**src/design/svw_pkg.sv**
```systemverilog
// Package of the supervisor delay and window select block.
// Holds timing constants, register map, field layouts, states and carriers.
// Assumes a single 200 MHz clock and a 1 us internal timebase tick.
package svw_pkg;

    // Timebase: one tick per microsecond
    localparam int unsigned CLK_MHZ = 200;
    localparam int unsigned TICK_US = 1;
    localparam int unsigned TICK_CYC = CLK_MHZ * TICK_US;
    localparam int unsigned TICK_CNT_W = 16;

    // Interval counters count ticks; wide enough for the longest capacitor window
    localparam int CNT_W = 27;
    typedef logic [CNT_W-1:0] svw_cnt_t;

    // Pin identification timing, in us
    localparam svw_cnt_t DET_PD_US = 27'd190;
    localparam svw_cnt_t DET_TOTAL_US = 27'd381;

    // Reset release delays, in us
    localparam svw_cnt_t RST_NC_US = 27'd200000;
    localparam svw_cnt_t RST_PU_US = 27'd10000;
    localparam svw_cnt_t RST_CAP_MIN_US = 27'd700;
    localparam svw_cnt_t RST_CAP_MAX_US = 27'd3200000;

    // Factory watchdog windows and capacitor upper bound span, in us
    localparam svw_cnt_t WDL_NC_00_US = 27'd22500;
    localparam svw_cnt_t WDU_NC_00_US = 27'd55000;
    localparam svw_cnt_t WDL_NC_01_US = 27'd1850;
    localparam svw_cnt_t WDU_NC_01_US = 27'd27500;
    localparam svw_cnt_t WDL_NC_11_US = 27'd800000;
    localparam svw_cnt_t WDU_NC_11_US = 27'd1600000;
    localparam svw_cnt_t WDL_PU_00_US = 27'd9000;
    localparam svw_cnt_t WDU_PU_00_US = 27'd109000;
    localparam svw_cnt_t WDL_PU_01_US = 27'd9000;
    localparam svw_cnt_t WDU_PU_01_US = 27'd195000;
    localparam svw_cnt_t WDL_PU_11_US = 27'd1850;
    localparam svw_cnt_t WDU_PU_11_US = 27'd11000;
    localparam svw_cnt_t WDU_CAP_MIN_US = 27'd62740;
    localparam svw_cnt_t WDU_CAP_MAX_US = 27'd77455000;

    // Ratio select codes {sel_a, sel_b}
    localparam logic [1:0] SEL_OFF = 2'h2;

    // Register byte offsets
    localparam logic [7:0] REG_STATUS = 8'h00;
    localparam logic [7:0] REG_MASK = 8'h04;
    localparam logic [7:0] REG_CAP_RST = 8'h08;
    localparam logic [7:0] REG_CAP_WD = 8'h0C;
    localparam logic [7:0] REG_INFO = 8'h10;

    // Status and mask bit positions
    localparam int EV_WD_FAULT = 0;
    localparam int EV_RST_ASSERT = 1;
    localparam int EV_DET_DONE = 2;
    localparam int EV_W = 3;

    // Info register field positions
    localparam int INFO_RST_OPT = 0;
    localparam int INFO_WD_OPT = 2;
    localparam int INFO_SEL = 4;
    localparam int INFO_STATE = 6;
    localparam int INFO_RST_N = 8;
    localparam int INFO_WDO = 9;
    localparam int INFO_WD_OFF = 10;

    // Values after reset
    localparam logic [EV_W-1:0] STATUS_RST = 3'h0;
    localparam logic [EV_W-1:0] MASK_RST = 3'h0;
    localparam svw_cnt_t CAP_RST_RST = 27'd700;
    localparam svw_cnt_t CAP_WD_RST = 27'd62740;

    // Detected pin option
    typedef enum logic [1:0] {
        OPT_NC = 2'b00,
        OPT_PU = 2'b01,
        OPT_CAP = 2'b10
    } svw_opt_t;

    // Supervisor sequence
    typedef enum logic [1:0] {
        SV_HOLD = 2'b00,
        SV_DETECT = 2'b01,
        SV_DELAY = 2'b10,
        SV_RUN = 2'b11
    } svw_state_t;

    // Pin detector sequence
    typedef enum logic [1:0] {
        DT_IDLE = 2'b00,
        DT_PULL = 2'b01,
        DT_FLOAT = 2'b10
    } svw_det_state_t;

    // APB request from the master
    typedef struct packed {
        logic psel;
        logic penable;
        logic pwrite;
        logic [7:0] paddr;
        logic [31:0] pwdata;
    } svw_apb_req_t;

    // APB answer to the master
    typedef struct packed {
        logic pready;
        logic pslverr;
        logic [31:0] prdata;
    } svw_apb_rsp_t;

    // Latched configuration
    typedef struct packed {
        svw_opt_t rst_opt;
        svw_opt_t wd_opt;
        logic [1:0] sel;
    } svw_cfg_t;

    // Watchdog window bounds in ticks
    typedef struct packed {
        svw_cnt_t lower;
        svw_cnt_t upper;
    } svw_win_t;

endpackage : svw_pkg

```
**src/design/svw_interval.sv**
```systemverilog
// Saturating tick counter for delay and window timing.
// Assumes tick is a one-cycle enable from the timebase divider.
`timescale 1ns/10ps
module svw_interval (
    // Clock and reset
    input wire logic mclk,
    input wire logic srst,
    // Control
    input wire logic clr,
    input wire logic tick,
    // Elapsed ticks
    output svw_pkg::svw_cnt_t cnt_q
);
    import svw_pkg::*;

    // Count ticks from clear, stop at full scale
    always_ff @(posedge mclk) begin
        if (srst || clr) begin
            cnt_q <= '0;
        end else if (tick && (cnt_q != '1)) begin
            cnt_q <= cnt_q + 1'b1;
        end
    end

endmodule : svw_interval

```
**src/design/svw_pin_detect.sv**
```systemverilog
// Identification of what hangs on a configuration pin.
// Assumes the pin wire is resolved outside: a pull-up reads high even while
// the pulldown is on, an open pin floats high once released, a capacitor stays low.
`timescale 1ns/10ps
module svw_pin_detect (
    // Clock and reset
    input wire logic mclk,
    input wire logic srst,
    // Control
    input wire logic tick,
    input wire logic start,
    // Pin
    input wire logic pin_i,
    output logic pd_oe,
    // Result
    output logic done_q,
    output svw_pkg::svw_opt_t opt_q
);
    import svw_pkg::*;

    svw_det_state_t st_q;
    svw_cnt_t t_q;
    logic high_seen_q;

    // Pulldown phase then released phase, 381 ticks in all
    always_ff @(posedge mclk) begin
        if (srst) begin
            st_q <= DT_IDLE;
            t_q <= '0;
            high_seen_q <= 1'b0;
            done_q <= 1'b0;
            opt_q <= OPT_NC;
        end else begin
            done_q <= 1'b0;
            unique case (st_q)
                DT_IDLE: begin
                    if (start) begin
                        st_q <= DT_PULL;
                        t_q <= '0;
                    end
                end
                DT_PULL: begin
                    if (tick) begin
                        t_q <= t_q + 1'b1;
                        if (t_q == DET_PD_US - 1'b1) begin
                            high_seen_q <= pin_i; // High against the pulldown
                            st_q <= DT_FLOAT;
                        end
                    end
                end
                DT_FLOAT: begin
                    if (tick) begin
                        t_q <= t_q + 1'b1;
                        if (t_q == DET_TOTAL_US - 1'b1) begin
                            // Pull-up, open pin or capacitor
                            opt_q <= high_seen_q ? OPT_PU : (pin_i ? OPT_NC : OPT_CAP);
                            done_q <= 1'b1;
                            st_q <= DT_IDLE;
                        end
                    end
                end
                default: st_q <= DT_IDLE;
            endcase
        end
    end

    // Pulldown drives the pin only in the first phase
    assign pd_oe = (st_q == DT_PULL);

endmodule : svw_pin_detect

```
**src/design/svw_top.sv**
```systemverilog
// Supervisor reset delay and window watchdog timing selection, APB slave.
// Assumes inputs synchronous to mclk and an outside wire model that resolves
// each configuration pin from its output enable (drive low when high).
//
// Implementation choices: the APB register port and the placing of the registers.
`timescale 1ns/10ps

// How it works
// - Reset delay comes from capacitor, pull-up or open delay pin
// - Detector pulls the pin down, samples it, finishes within 381 us
// - Pin detection reruns every time reset asserts
// - Factory delay is 200 ms open, 10 ms with pull-up
// - Capacitor delay spans 700 us to 3.2 s
// - Capacitor delay is the programmed REG_CAP_RST count, clamped to those bounds
// - Delay capacitor is discharged by pulldown while a supply fault holds reset
// - After faults clear, charge, then release reset at threshold
// - Open or pulled-up watchdog pin gives factory windows, else capacitor
// - Open watchdog pin windows per select, select 10 disables
// - Pulled-up watchdog pin windows per select, select 10 disables
// - Select a high, b low disables watchdog, fault never asserts
// - Falling-edge kicks; first before upper, later inside window, else fault
// - During reset kicks are ignored and fault output stays released
// - Fault output stays low for the reset release delay
module svw_top #(
    parameter int unsigned TICK_CYC = svw_pkg::TICK_CYC
) (
    // Clock and reset
    input wire logic mclk,
    input wire logic srst,
    // APB slave
    input svw_pkg::svw_apb_req_t apb_req,
    output svw_pkg::svw_apb_rsp_t apb_rsp,
    // Supply or sense out of its valid window
    input wire logic supply_fault,
    // Reset delay configuration pin
    input wire logic reset_delay_config_pin_i,
    output logic reset_delay_config_pin_o,
    output logic reset_delay_config_pin_oe,
    // Watchdog window configuration pin
    input wire logic watchdog_window_config_pin_i,
    output logic watchdog_window_config_pin_o,
    output logic watchdog_window_config_pin_oe,
    // Ratio selects and kick
    input wire logic window_ratio_sel_a,
    input wire logic window_ratio_sel_b,
    input wire logic watchdog_kick_input,
    // Outputs to the host
    output logic reset_out_n,
    output logic watchdog_fault_output_o,
    output logic watchdog_fault_output_oe,
    output logic irq
);
    import svw_pkg::*;

    // Limit a programmed count to its legal span
    function automatic svw_cnt_t clamp_us(svw_cnt_t v, svw_cnt_t lo, svw_cnt_t hi);
        svw_cnt_t r;
        r = v;
        if (v < lo) begin
            r = lo;
        end else if (v > hi) begin
            r = hi;
        end
        return r;
    endfunction : clamp_us

    // Window bounds from pin option, selects and capacitor count
    function automatic svw_win_t win_bounds(svw_opt_t opt, logic [1:0] sel, svw_cnt_t cap_u);
        svw_win_t w;
        svw_cnt_t u;
        w.lower = '0;
        w.upper = '0;
        u = clamp_us(cap_u, WDU_CAP_MIN_US, WDU_CAP_MAX_US);
        if (opt == OPT_NC) begin
            // Open pin table
            unique case (sel)
                2'h0: w = '{lower: WDL_NC_00_US, upper: WDU_NC_00_US};
                2'h1: w = '{lower: WDL_NC_01_US, upper: WDU_NC_01_US};
                2'h3: w = '{lower: WDL_NC_11_US, upper: WDU_NC_11_US};
                2'h2: w = '{lower: '0, upper: '0};
            endcase
        end else if (opt == OPT_PU) begin
            // Pull-up table
            unique case (sel)
                2'h0: w = '{lower: WDL_PU_00_US, upper: WDU_PU_00_US};
                2'h1: w = '{lower: WDL_PU_01_US, upper: WDU_PU_01_US};
                2'h3: w = '{lower: WDL_PU_11_US, upper: WDU_PU_11_US};
                2'h2: w = '{lower: '0, upper: '0};
            endcase
        end else begin
            // Capacitor sets upper, ratio sets lower: 1/8, 3/4, 1/2
            w.upper = u;
            unique case (sel)
                2'h0: w.lower = u >> 3;
                2'h1: w.lower = (u >> 1) + (u >> 2);
                2'h3: w.lower = u >> 1;
                2'h2: w.lower = '0;
            endcase
        end
        return w;
    endfunction : win_bounds

    logic [TICK_CNT_W-1:0] div_q;
    logic tick;
    svw_state_t state_q;
    svw_state_t state_d;
    svw_cfg_t cfg_q;
    logic det_start;
    logic rst_det_done;
    logic rst_det_pd;
    logic wd_det_pd;
    svw_opt_t rst_det_opt;
    svw_opt_t wd_det_opt;
    svw_cnt_t dly_cnt;
    svw_cnt_t win_cnt;
    svw_cnt_t rst_dly;
    svw_win_t win;
    logic wd_off;
    logic fault_q;
    logic first_q;
    logic kick_prev_q;
    logic kick_fall;
    logic wd_active;
    logic fault_start;
    logic fault_end;
    logic [EV_W-1:0] status_q;
    logic [EV_W-1:0] mask_q;
    logic [EV_W-1:0] events;
    svw_cnt_t cap_rst_q;
    svw_cnt_t cap_wd_q;
    logic apb_wr;
    logic apb_setup;
    logic addr_ok;
    logic [31:0] rdata;
    logic [31:0] prdata_q;

    // Timebase divider: one-cycle tick every TICK_CYC clocks
    always_ff @(posedge mclk) begin
        if (srst || tick) begin
            div_q <= '0;
        end else begin
            div_q <= div_q + 1'b1;
        end
    end
    assign tick = (div_q == TICK_CNT_W'(TICK_CYC - 1));

    // Both pins are identified together once faults clear
    assign det_start = (state_q == SV_HOLD) && !supply_fault;

    svw_pin_detect u_rst_det (
        .mclk(mclk),
        .srst(srst),
        .tick(tick),
        .start(det_start),
        .pin_i(reset_delay_config_pin_i),
        .pd_oe(rst_det_pd),
        .done_q(rst_det_done),
        .opt_q(rst_det_opt)
    );

    svw_pin_detect u_wd_det (
        .mclk(mclk),
        .srst(srst),
        .tick(tick),
        .start(det_start),
        .pin_i(watchdog_window_config_pin_i),
        .pd_oe(wd_det_pd),
        .done_q(),
        .opt_q(wd_det_opt)
    );

    // Supervisor sequence: hold, identify pins, delay, run
    always_comb begin
        state_d = state_q;
        unique case (state_q)
            SV_HOLD: if (!supply_fault) state_d = SV_DETECT;
            SV_DETECT: if (rst_det_done) state_d = SV_DELAY;
            SV_DELAY: if (dly_cnt >= rst_dly) state_d = SV_RUN;
            SV_RUN: state_d = SV_RUN;
        endcase
        if (supply_fault) begin
            state_d = SV_HOLD; // Any fault reasserts reset and restarts detection
        end
    end

    always_ff @(posedge mclk) begin
        if (srst) begin
            state_q <= SV_HOLD;
        end else begin
            state_q <= state_d;
        end
    end

    // Options and selects latched when identification ends
    always_ff @(posedge mclk) begin
        if (srst) begin
            cfg_q <= '{rst_opt: OPT_NC, wd_opt: OPT_NC, sel: 2'h0};
        end else if (state_q == SV_DETECT && rst_det_done) begin
            cfg_q <= '{rst_opt: rst_det_opt, wd_opt: wd_det_opt,
                       sel: {window_ratio_sel_a, window_ratio_sel_b}};
        end
    end

    // Release delay in ticks for the latched option
    always_comb begin
        unique case (cfg_q.rst_opt)
            OPT_NC: rst_dly = RST_NC_US;
            OPT_PU: rst_dly = RST_PU_US;
            OPT_CAP: rst_dly = clamp_us(cap_rst_q, RST_CAP_MIN_US, RST_CAP_MAX_US);
            default: rst_dly = RST_NC_US;
        endcase
    end

    assign win = win_bounds(cfg_q.wd_opt, cfg_q.sel, cap_wd_q);
    assign wd_off = (cfg_q.sel == SEL_OFF);

    // Delay counter serves the release delay and the fault pulse
    svw_interval u_dly (
        .mclk(mclk),
        .srst(srst),
        .clr((state_q != SV_DELAY) && !fault_q),
        .tick(tick),
        .cnt_q(dly_cnt)
    );

    // Window counter restarts on each accepted kick and outside operation
    svw_interval u_win (
        .mclk(mclk),
        .srst(srst),
        .clr(!wd_active || kick_fall),
        .tick(tick),
        .cnt_q(win_cnt)
    );

    // Kick edge detection; ignored unless running
    always_ff @(posedge mclk) begin
        if (srst) begin
            kick_prev_q <= 1'b0;
        end else begin
            kick_prev_q <= watchdog_kick_input;
        end
    end
    assign kick_fall = kick_prev_q && !watchdog_kick_input;

    // Window check: early later kick or missing kick by the upper bound
    assign wd_active = (state_q == SV_RUN) && !wd_off && !fault_q;
    assign fault_start = wd_active &&
        ((kick_fall && !first_q && (win_cnt < win.lower)) ||
         (win_cnt >= win.upper));
    assign fault_end = fault_q && (dly_cnt >= rst_dly);

    // Fault pulse and first-kick tracking
    always_ff @(posedge mclk) begin
        if (srst || state_q != SV_RUN) begin
            fault_q <= 1'b0; // Released during reset
            first_q <= 1'b1;
        end else if (fault_start) begin
            fault_q <= 1'b1;
        end else if (fault_end) begin
            fault_q <= 1'b0;
            first_q <= 1'b1;
        end else if (wd_active && kick_fall) begin
            first_q <= 1'b0; // Later kicks must respect the lower bound
        end
    end

    // Pin drives: discharge in hold, detector pulldown, released while charging
    assign reset_delay_config_pin_oe = (state_q == SV_HOLD) || rst_det_pd;
    assign reset_delay_config_pin_o = 1'b0;
    assign watchdog_window_config_pin_oe = wd_det_pd;
    assign watchdog_window_config_pin_o = 1'b0;

    // Registered host outputs
    always_ff @(posedge mclk) begin
        if (srst) begin
            reset_out_n <= 1'b0;
            watchdog_fault_output_oe <= 1'b0;
        end else begin
            reset_out_n <= (state_d == SV_RUN);
            watchdog_fault_output_oe <= fault_q && (state_d == SV_RUN);
        end
    end
    assign watchdog_fault_output_o = 1'b0;

    // APB decode
    assign apb_setup = apb_req.psel && !apb_req.penable;
    assign apb_wr = apb_req.psel && apb_req.penable && apb_req.pwrite && addr_ok;
    assign addr_ok = (apb_req.paddr == REG_STATUS) || (apb_req.paddr == REG_MASK) ||
                     (apb_req.paddr == REG_CAP_RST) || (apb_req.paddr == REG_CAP_WD) ||
                     (apb_req.paddr == REG_INFO);

    // Sticky events; a new event wins over a clearing write
    assign events[EV_WD_FAULT] = fault_start;
    assign events[EV_RST_ASSERT] = (state_q != SV_HOLD) && supply_fault;
    assign events[EV_DET_DONE] = (state_q == SV_DETECT) && rst_det_done;

    always_ff @(posedge mclk) begin
        if (srst) begin
            status_q <= STATUS_RST;
        end else if (apb_wr && apb_req.paddr == REG_STATUS) begin
            status_q <= (status_q & ~apb_req.pwdata[EV_W-1:0]) | events;
        end else begin
            status_q <= status_q | events;
        end
    end

    // Writable registers
    always_ff @(posedge mclk) begin
        if (srst) begin
            mask_q <= MASK_RST;
            cap_rst_q <= CAP_RST_RST;
            cap_wd_q <= CAP_WD_RST;
        end else if (apb_wr) begin
            if (apb_req.paddr == REG_MASK) mask_q <= apb_req.pwdata[EV_W-1:0];
            if (apb_req.paddr == REG_CAP_RST) cap_rst_q <= apb_req.pwdata[CNT_W-1:0];
            if (apb_req.paddr == REG_CAP_WD) cap_wd_q <= apb_req.pwdata[CNT_W-1:0];
        end
    end

    // Read mux
    always_comb begin
        rdata = 32'h0000_0000;
        unique case (apb_req.paddr)
            REG_STATUS: rdata[EV_W-1:0] = status_q;
            REG_MASK: rdata[EV_W-1:0] = mask_q;
            REG_CAP_RST: rdata[CNT_W-1:0] = cap_rst_q;
            REG_CAP_WD: rdata[CNT_W-1:0] = cap_wd_q;
            REG_INFO: begin
                rdata[INFO_RST_OPT +: 2] = cfg_q.rst_opt;
                rdata[INFO_WD_OPT +: 2] = cfg_q.wd_opt;
                rdata[INFO_SEL +: 2] = cfg_q.sel;
                rdata[INFO_STATE +: 2] = state_q;
                rdata[INFO_RST_N] = reset_out_n;
                rdata[INFO_WDO] = watchdog_fault_output_oe;
                rdata[INFO_WD_OFF] = wd_off;
            end
            default: rdata = 32'h0000_0000;
        endcase
    end

    // Read data captured in the setup cycle
    always_ff @(posedge mclk) begin
        if (srst) begin
            prdata_q <= 32'h0000_0000;
        end else if (apb_setup) begin
            prdata_q <= rdata;
        end
    end

    // Zero-wait answer, error on unmapped address
    assign apb_rsp.pready = 1'b1;
    assign apb_rsp.pslverr = apb_req.psel && apb_req.penable && !addr_ok;
    assign apb_rsp.prdata = prdata_q;

    // Interrupt level
    assign irq = |(status_q & mask_q);

endmodule : svw_top

```
**config.mk**
```make
export PLATFORM = sky130hd
export DESIGN_NAME = svw_top
export DESIGN_NICKNAME = d
export VERILOG_FILES = /design/src/design/svw_pkg.sv /design/src/design/svw_interval.sv /design/src/design/svw_pin_detect.sv /design/src/design/svw_top.sv
export SDC_FILE = /design/constraint.sdc
export NUM_CORES = 1
export LEC_CHECK = 0
export ABC_AREA = 0
export BUFFER_PORTS_ARGS = -buffer_cell sky130_fd_sc_hd__buf_2
export CAP_MARGIN = 5
export CELL_PAD_IN_SITES_DETAIL_PLACEMENT = 1
export CELL_PAD_IN_SITES_GLOBAL_PLACEMENT = 2
export CORE_ASPECT_RATIO = 0.9
export CORE_UTILIZATION = 40
export CTS_CLUSTER_SIZE = 24
export DETAILED_ROUTE_END_ITERATION = 8
export GPL_TIMING_DRIVEN = 0
export PLACE_DENSITY = 0.85
export SETUP_SLACK_MARGIN = 0.05
export SLEW_MARGIN = 25
export SYNTH_ARGS = -nofsm -noshare
export SYNTH_HDL_FRONTEND = slang
export SYNTH_SLANG_ARGS = --single-unit
```
**constraint.sdc**
```tcl
create_clock -name mclk -period 14.25 [get_ports mclk]
set_clock_uncertainty 0.1 [all_clocks]
set_input_delay 2.1375 -clock mclk [delete_from_list [all_inputs] [get_ports mclk]]
set_output_delay 2.1375 -clock mclk [all_outputs]
set_load 0.005 [all_outputs]
```
==> After elaboration in Yosys (flattened, before gate mapping) <==
Cells that the tools add are included.
{ "classes": {"mux": 43, "n_eq_ne": 39, "bitwise_logic": 8, "reduce_logical": 67, "magnitude_cmp": 7, "n_addsub": 6} }
{ "ops": {"columns": ["cell", "count"], "rows": [
  ["one-hot mux 54 bit (4 select lines)", 2],
  ["2-to-1 mux 27 bit", 7],
  ["one-hot mux 27 bit (2 select lines)", 3],
  ["adder 27 x 1 -> 27 bit (second input constant)", 4],
  ["2-to-1 mux 54 bit", 2],
  ["one-hot mux 27 bit (4 select lines)", 1],
  ["equality test 27 x 8 -> 1 bit (second input constant)", 2],
  ["equality test 27 x 9 -> 1 bit (second input constant)", 2],
  [">= comparator 27 bit", 2],
  ["inequality test 27 bit (second input constant)", 2],
  ["2-to-1 mux 2 bit", 16],
  ["one-hot mux 16 bit (2 select lines)", 1],
  ["adder 26 x 25 -> 27 bit", 1],
  ["greater-than comparator 27 x 22 -> 1 bit (second input constant)", 1],
  ["greater-than comparator 27 bit (second input constant)", 1],
  ["less-than comparator 27 x 10 -> 1 bit (second input constant)", 1],
  ["less-than comparator 27 x 16 -> 1 bit (second input constant)", 1],
  ["less-than comparator 27 bit", 1],
  ["one-hot mux 8 bit (3 select lines)", 1],
  ["logical AND 1 bit", 21],
  ["AND reduction 3 bit", 6],
  ["adder 16 x 1 -> 16 bit (second input constant)", 1],
  ["equality test 16 x 8 -> 1 bit (second input constant)", 1],
  ["equality test 2 bit (second input constant)", 8],
  ["24 further kinds", 82]
]} }
{ "word_totals": {"regBits": 235, "output_inout_bits": 42, "in_bits": 51, "elab_cells": 196} }

==> Longest topological paths before layout <==
{ "logic_depth": {"ltp_word": 13, "ltp_mapped": 29, "depth_no_buf": 27} }

==> Cells and area by module <==
From an unflattened synthesis, not the netlist that was laid out.
{ "unflattened": {"hier_cells": 2030, "hier_area_um2": 16024.1} }
{ "modules_own_cells": {"columns": ["module", "area_each_um2", "cells_each", "instances", "seq_area_each_um2"], "rows": [
  ["svw_top", 9703.1, 1296, 1, 2322.2],
  ["svw_pin_detect", 1751.7, 205, 2, 660.6],
  ["svw_interval", 1408.9, 162, 2, 540.5]
]} }

==> Worst setup path before layout <==
Ideal clock, no wire load.
{ "synth_path": {"path_kind": "input port to output port", "startpoint": "input apb_req[33] (netlist bit)", "endpoint": "output apb_rsp[32] (netlist bit)", "t_required_ps": 12012, "stages": 5, "t_arrival_ps": 3300, "n_path_buf": 1, "slack_ps": 8712, "path_cell_list": "nor3_1 -> nand3b_1 -> nor4_1 -> clkbuf_1 -> nor3_1"} }
{ "synth_lines": {"columns": ["element", "line", "text"], "rows": [
  ["start: declaration", "svw_top.sv:31", "input svw_pkg::svw_apb_req_t apb_req,"],
  ["end: declaration", "svw_top.sv:32", "output svw_pkg::svw_apb_rsp_t apb_rsp,"]
]} }

==> Worst setup path after layout <==
{ "layout_path": {"startpoint": "register cap_wd_q[13]", "endpoint": "register first_q"} }
{ "layout_via": {"elab_chain_len": 13, "word_cells_on_any_way": 15, "cone_classes": "add/sub (1); order compare (4); mux (5); bitwise (1); reduce/logical (4)"} }
{ "layout_lines": {"columns": ["element", "line", "text"], "rows": [
  ["start: declaration", "svw_top.sv:130", "svw_cnt_t cap_wd_q;"],
  ["start signal: assignment", "svw_top.sv:316", "if (apb_req.paddr == REG_CAP_WD) cap_wd_q <= apb_req.pwdata[CNT_W-1:0];"],
  ["greater-than comparator 27 bit", "svw_top.sv:61", "end else if (v > hi) begin"],
  ["2-to-1 mux 27 bit", "svw_top.sv:61", null],
  ["2-to-1 mux 27 bit (*)", "svw_top.sv:59", "if (v < lo) begin"],
  ["adder 26 x 25 -> 27 bit", "svw_top.sv:95", "2'h1: w.lower = (u >> 1) + (u >> 2);"],
  ["one-hot mux 27 bit (4 select lines)", "svw_top.sv:93", "unique case (sel)"],
  ["2-to-1 mux 54 bit (*)", "svw_top.sv:82", "end else if (opt == OPT_PU) begin"],
  ["2-to-1 mux 54 bit (*)", "svw_top.sv:74", "if (opt == OPT_NC) begin"],
  ["less-than comparator 27 bit", "svw_top.sv:248", "((kick_fall && !first_q && (win_cnt < win.lower)) ||"],
  ["logical AND 1 bit", "svw_top.sv:248", null],
  ["logical OR 1 bit (*)", "svw_top.sv:248", null],
  ["logical AND 1 bit (*)", "svw_top.sv:247", "assign fault_start = wd_active &&"],
  ["NOT 1 bit (no line) (*)", null, null],
  ["AND reduction 2 bit (no line) (*)", null, null],
  ["end signal: assignment", "svw_top.sv:256", "first_q <= 1'b1;"],
  ["end signal: assignment", "svw_top.sv:261", "first_q <= 1'b1;"],
  ["end signal: assignment", "svw_top.sv:263", "first_q <= 1'b0;"],
  ["end: declaration", "svw_top.sv:120", "logic first_q;"]
]} }
Every way passes the cells marked *; elsewhere a longest branch is shown, timed or not.
A chain may end at the register's enable or synchronous reset.

==> out/summary.txt <==
Most common cell in the netlist: nand2_1
Period minus WS final: 7.45 ns
Synth top area share: 31.6%
Worst setup margin: 6.80 ns
Post-synthesis average cell area: 7.83 µm²
Flops & latches, synth: 235
P per Cell Area: 91.0 nW/µm²
Yosys warns: 0
HP Class: reg2reg
Input/output buffers: 78
Max Cap Viol: 0
Final net count: 2204
Non-Filler Instances: 2518
DIE AREA: 38000 µm²
RSZ-0062 raised after global routing: false
Detailed Route WL: 51000 µm
Global Route Usage Sum: 27.0%
Setup bufs post-CTS: 0
Static Leak: 6.69 nW
First-pass GRT wire length: 80500 µm
Cts hold-fix bufs: 0
Die Ht: 185 µm
Starting density of the core: 40.9%
Vias/cell: 5.72
CTS Sinks: 235
Largest net degree at the start of global routing: 15
Maximum VDD drop: 0.000101 V
WS Path Type: reg2reg
Rel. slew slack: 23.0%
Most frequent cells after synthesis: 264 x nand2_1, 235 x dfxtp_1, 235 x nor2_1, 155 x a21oi_1, 131 x ha_1
Clk slew on worst S/H paths: 0.07 ns
Slowest Stage Delay on Critical Path: 0.96 ns
Reg2reg setup slack: 6.80 ns
Sequential fraction of the synthesis area: 31.6%
Unique masters post-synth: 81
Die extent in x: 205 µm
I/O pins: 93
CTS Buf Count: 27
Final period utilization: 52.3%
Share of cells above drive strength 1: 8.53%
Crit path required time: 14.61 ns
R2R cell count: 24
Main flop type after synthesis: dfxtp_1
Worst path depth: 24
Top post-synthesis cells by area: dfxtp_1 32%, ha_1 11%, nand2_1 6.6%, nor2_1 5.9%, a21oi_1 5.2%
Total gr overflow: 0
Worst-skew pair later-pin latency: 0.57 ns
Post-Syn Area: 14900 µm²
RePlAce Congestion: 0.966
Vias: 14400
Async SR Flop Fraction: 0%
Core Area: 36400 µm²
Vias in the first global route: 14500
Final Hold Viols: 0
Yosys top cell by area: dfxtp_1
CP Capture Type: register
Clk root buf: clkbuf_16
Total Neg Setup Slack: 0 ns
Post-synth EDFFs: 0
Area Growth Syn to Fin: 13.4%
Final count of pins violating max slew: 0
FMAX: 134 MHz
Avg WL per Cell: 20.3 µm
List of cells traversed by the critical path: clkbuf_1 > o21ai_0 > a311oi_1 > a211o_1 > buf_4 > clkbuf_1 > a21boi_0 > ha_1 > a21o_1 > a21o_1 > a211o_1 > a31o_2 > a31oi_1 > o21ai_1 > a21oi_1 > nand3_1 > a31o_2 > ha_1 > nand4_1 > nor4_1 > o311ai_1 > nand2_1 > o211ai_1 > a21bo_2
Worst Path Arrival: 7.80 ns
TritonRoute pass-1 iters: 5
CP max FO: 10
Placed insts: 2468
Htree depth: 1
CTS tree: yes
Final setup viols: 0
CP bufs+invs: 3
DRT antenna net count: 0
Max clock buf depth: 3
Post-Synthesis Cells: 1902
Initial antenna violation count: 3
Worst-Margin Slew: 1.15 ns
Initial DRC Count: 833
Status: finished, final reports clean
Dpl ws: 6.93 ns
Post-CTS resize count: 0
Cell Rows: 66
Post-DP HPWL: 39900 µm
Critical-path top delay cell: a21boi_0
CP Launch Type: register
Hold Path Cell Cnt: 1
Post-route DRC: 0
Largest delay contributor family on the critical path: compound AO/OA/AOI/OAI gates
-- worst register-to-register path, cell delays in order (launching register included) --
cell	delay, ns
dfxtp_1	0.31
clkbuf_1	0.45
o21ai_0	0.20
a311oi_1	0.35
a211o_1	0.15
buf_4	0.17
clkbuf_1	0.40
a21boi_0	0.96
ha_1	0.43
a21o_1	0.18
a21o_1	0.21
a211o_1	0.26
a31o_2	0.24
a31oi_1	0.32
o21ai_1	0.16
a21oi_1	0.24
nand3_1	0.11
a31o_2	0.28
ha_1	0.29
nand4_1	0.17
nor4_1	0.49
o311ai_1	0.26
nand2_1	0.12
o211ai_1	0.22
a21bo_2	0.29
-- registers in the layout, summed over array words and instances (netlist names) --
register / cells
cap_rst_q: 27
cap_wd_q: 27
prdata_q: 27
u_dly.cnt_q: 27
u_rst_det.t_q: 27
u_wd_det.t_q: 27
u_win.cnt_q: 27
div_q: 16
cfg_q: 6
mask_q: 3
status_q: 3
state_q: 2
u_rst_det.opt_q: 2
u_rst_det.st_q: 2
u_wd_det.opt_q: 2
u_wd_det.st_q: 2
fault_q: 1
first_q: 1
kick_prev_q: 1
reset_out_n: 1
u_rst_det.done_q: 1
u_rst_det.high_seen_q: 1
u_wd_det.high_seen_q: 1
watchdog_fault_output_oe: 1
-- path summary, 6_finish.rpt --
check,endpoint,startpoint
hold / removal,div_q[0]$_SDFF_PP0_,div_q[0]$_SDFF_PP0_
hold reg to reg,div_q[0]$_SDFF_PP0_,div_q[0]$_SDFF_PP0_
setup reg to reg,first_q$_SDFFE_PP1P_,cap_wd_q[13]$_SDFFE_PP1P_
setup / recovery,first_q$_SDFFE_PP1P_,cap_wd_q[13]$_SDFFE_PP1P_
-- logic make-up after synthesis --
logic type                 synth area share [%]
and+or+nand+nor                            26.4
AOI/OAI and AO/OA                          19.0
DFF                                        31.6
buffers and inverters                      4.12
adders and majority gates                  11.3
xor gates and xnor gates                   6.88
muxes                                     0.672
other                                    0.0504
-- where the power goes --
group | internal, W | leakage [nW] | switching [W]
clock | 0.000457 | 0.473 | 0.000295
sequential | 0.000667 | 1.90 | 0.0000104
combinational | 0.0000395 | 4.32 | 0.0000690
-- cell usage in the layout, fill, tap and decap left out, types with 28 or more instances in the layout --
cell	n
nand2_1	264
nor2_1	235
buf_2	86
xnor2_1	38
nand3_1	55
inv_1	57
a21o_1	38
o21ai_0	63
dfxtp_1	235
a21oi_1	155
or3_1	28
nand4_1	47
ha_1	131
nor3_1	43
xor2_1	79
clkbuf_1	73
-- area by class of cell --
class,count,area [µm²]
Clock buffer,37,783
Timing Repair Buffer,78,390
Inverter,57,214
Antenna cell,2,5.00
Fill cell,4527,19500
Clock inverter,11,176
Multi-Input combinational cell,1530,9630
Buffer,92,400
Sequential cell,235,4700
Tap cell,476,596
-- per-layer routing --
| layer | wire, µm | global-route usage, % |
|---|---|---|
| met3 | 2700 | 4.87 |
| met5 | 13 | 0 |
| met4 | 879 | 5.63 |
| met1 | 24700 | 37.6 |
| met2 | 22700 | 43.3 |
-- per-stage QoR --
step / util [%] / hold WS (ns) / power (W) / instance area (µm²)
6_report: 46.4 / 0.352 / 0.00154 / 16900
5_1_grt: 46.4 / 0.392 / 0.00160 / 16900
3_5_place_dp: 43.8 / 0.348 / 0.000801 / 15900
2_1_floorplan: - / 0.326 / 0.000758 / 14900
3_3_place_gp: 43.8 / 0.343 / 0.000796 / 15900
4_1_cts: 46.4 / 0.361 / 0.00155 / 16900
Note: power is estimated with default switching activity, not from simulation.
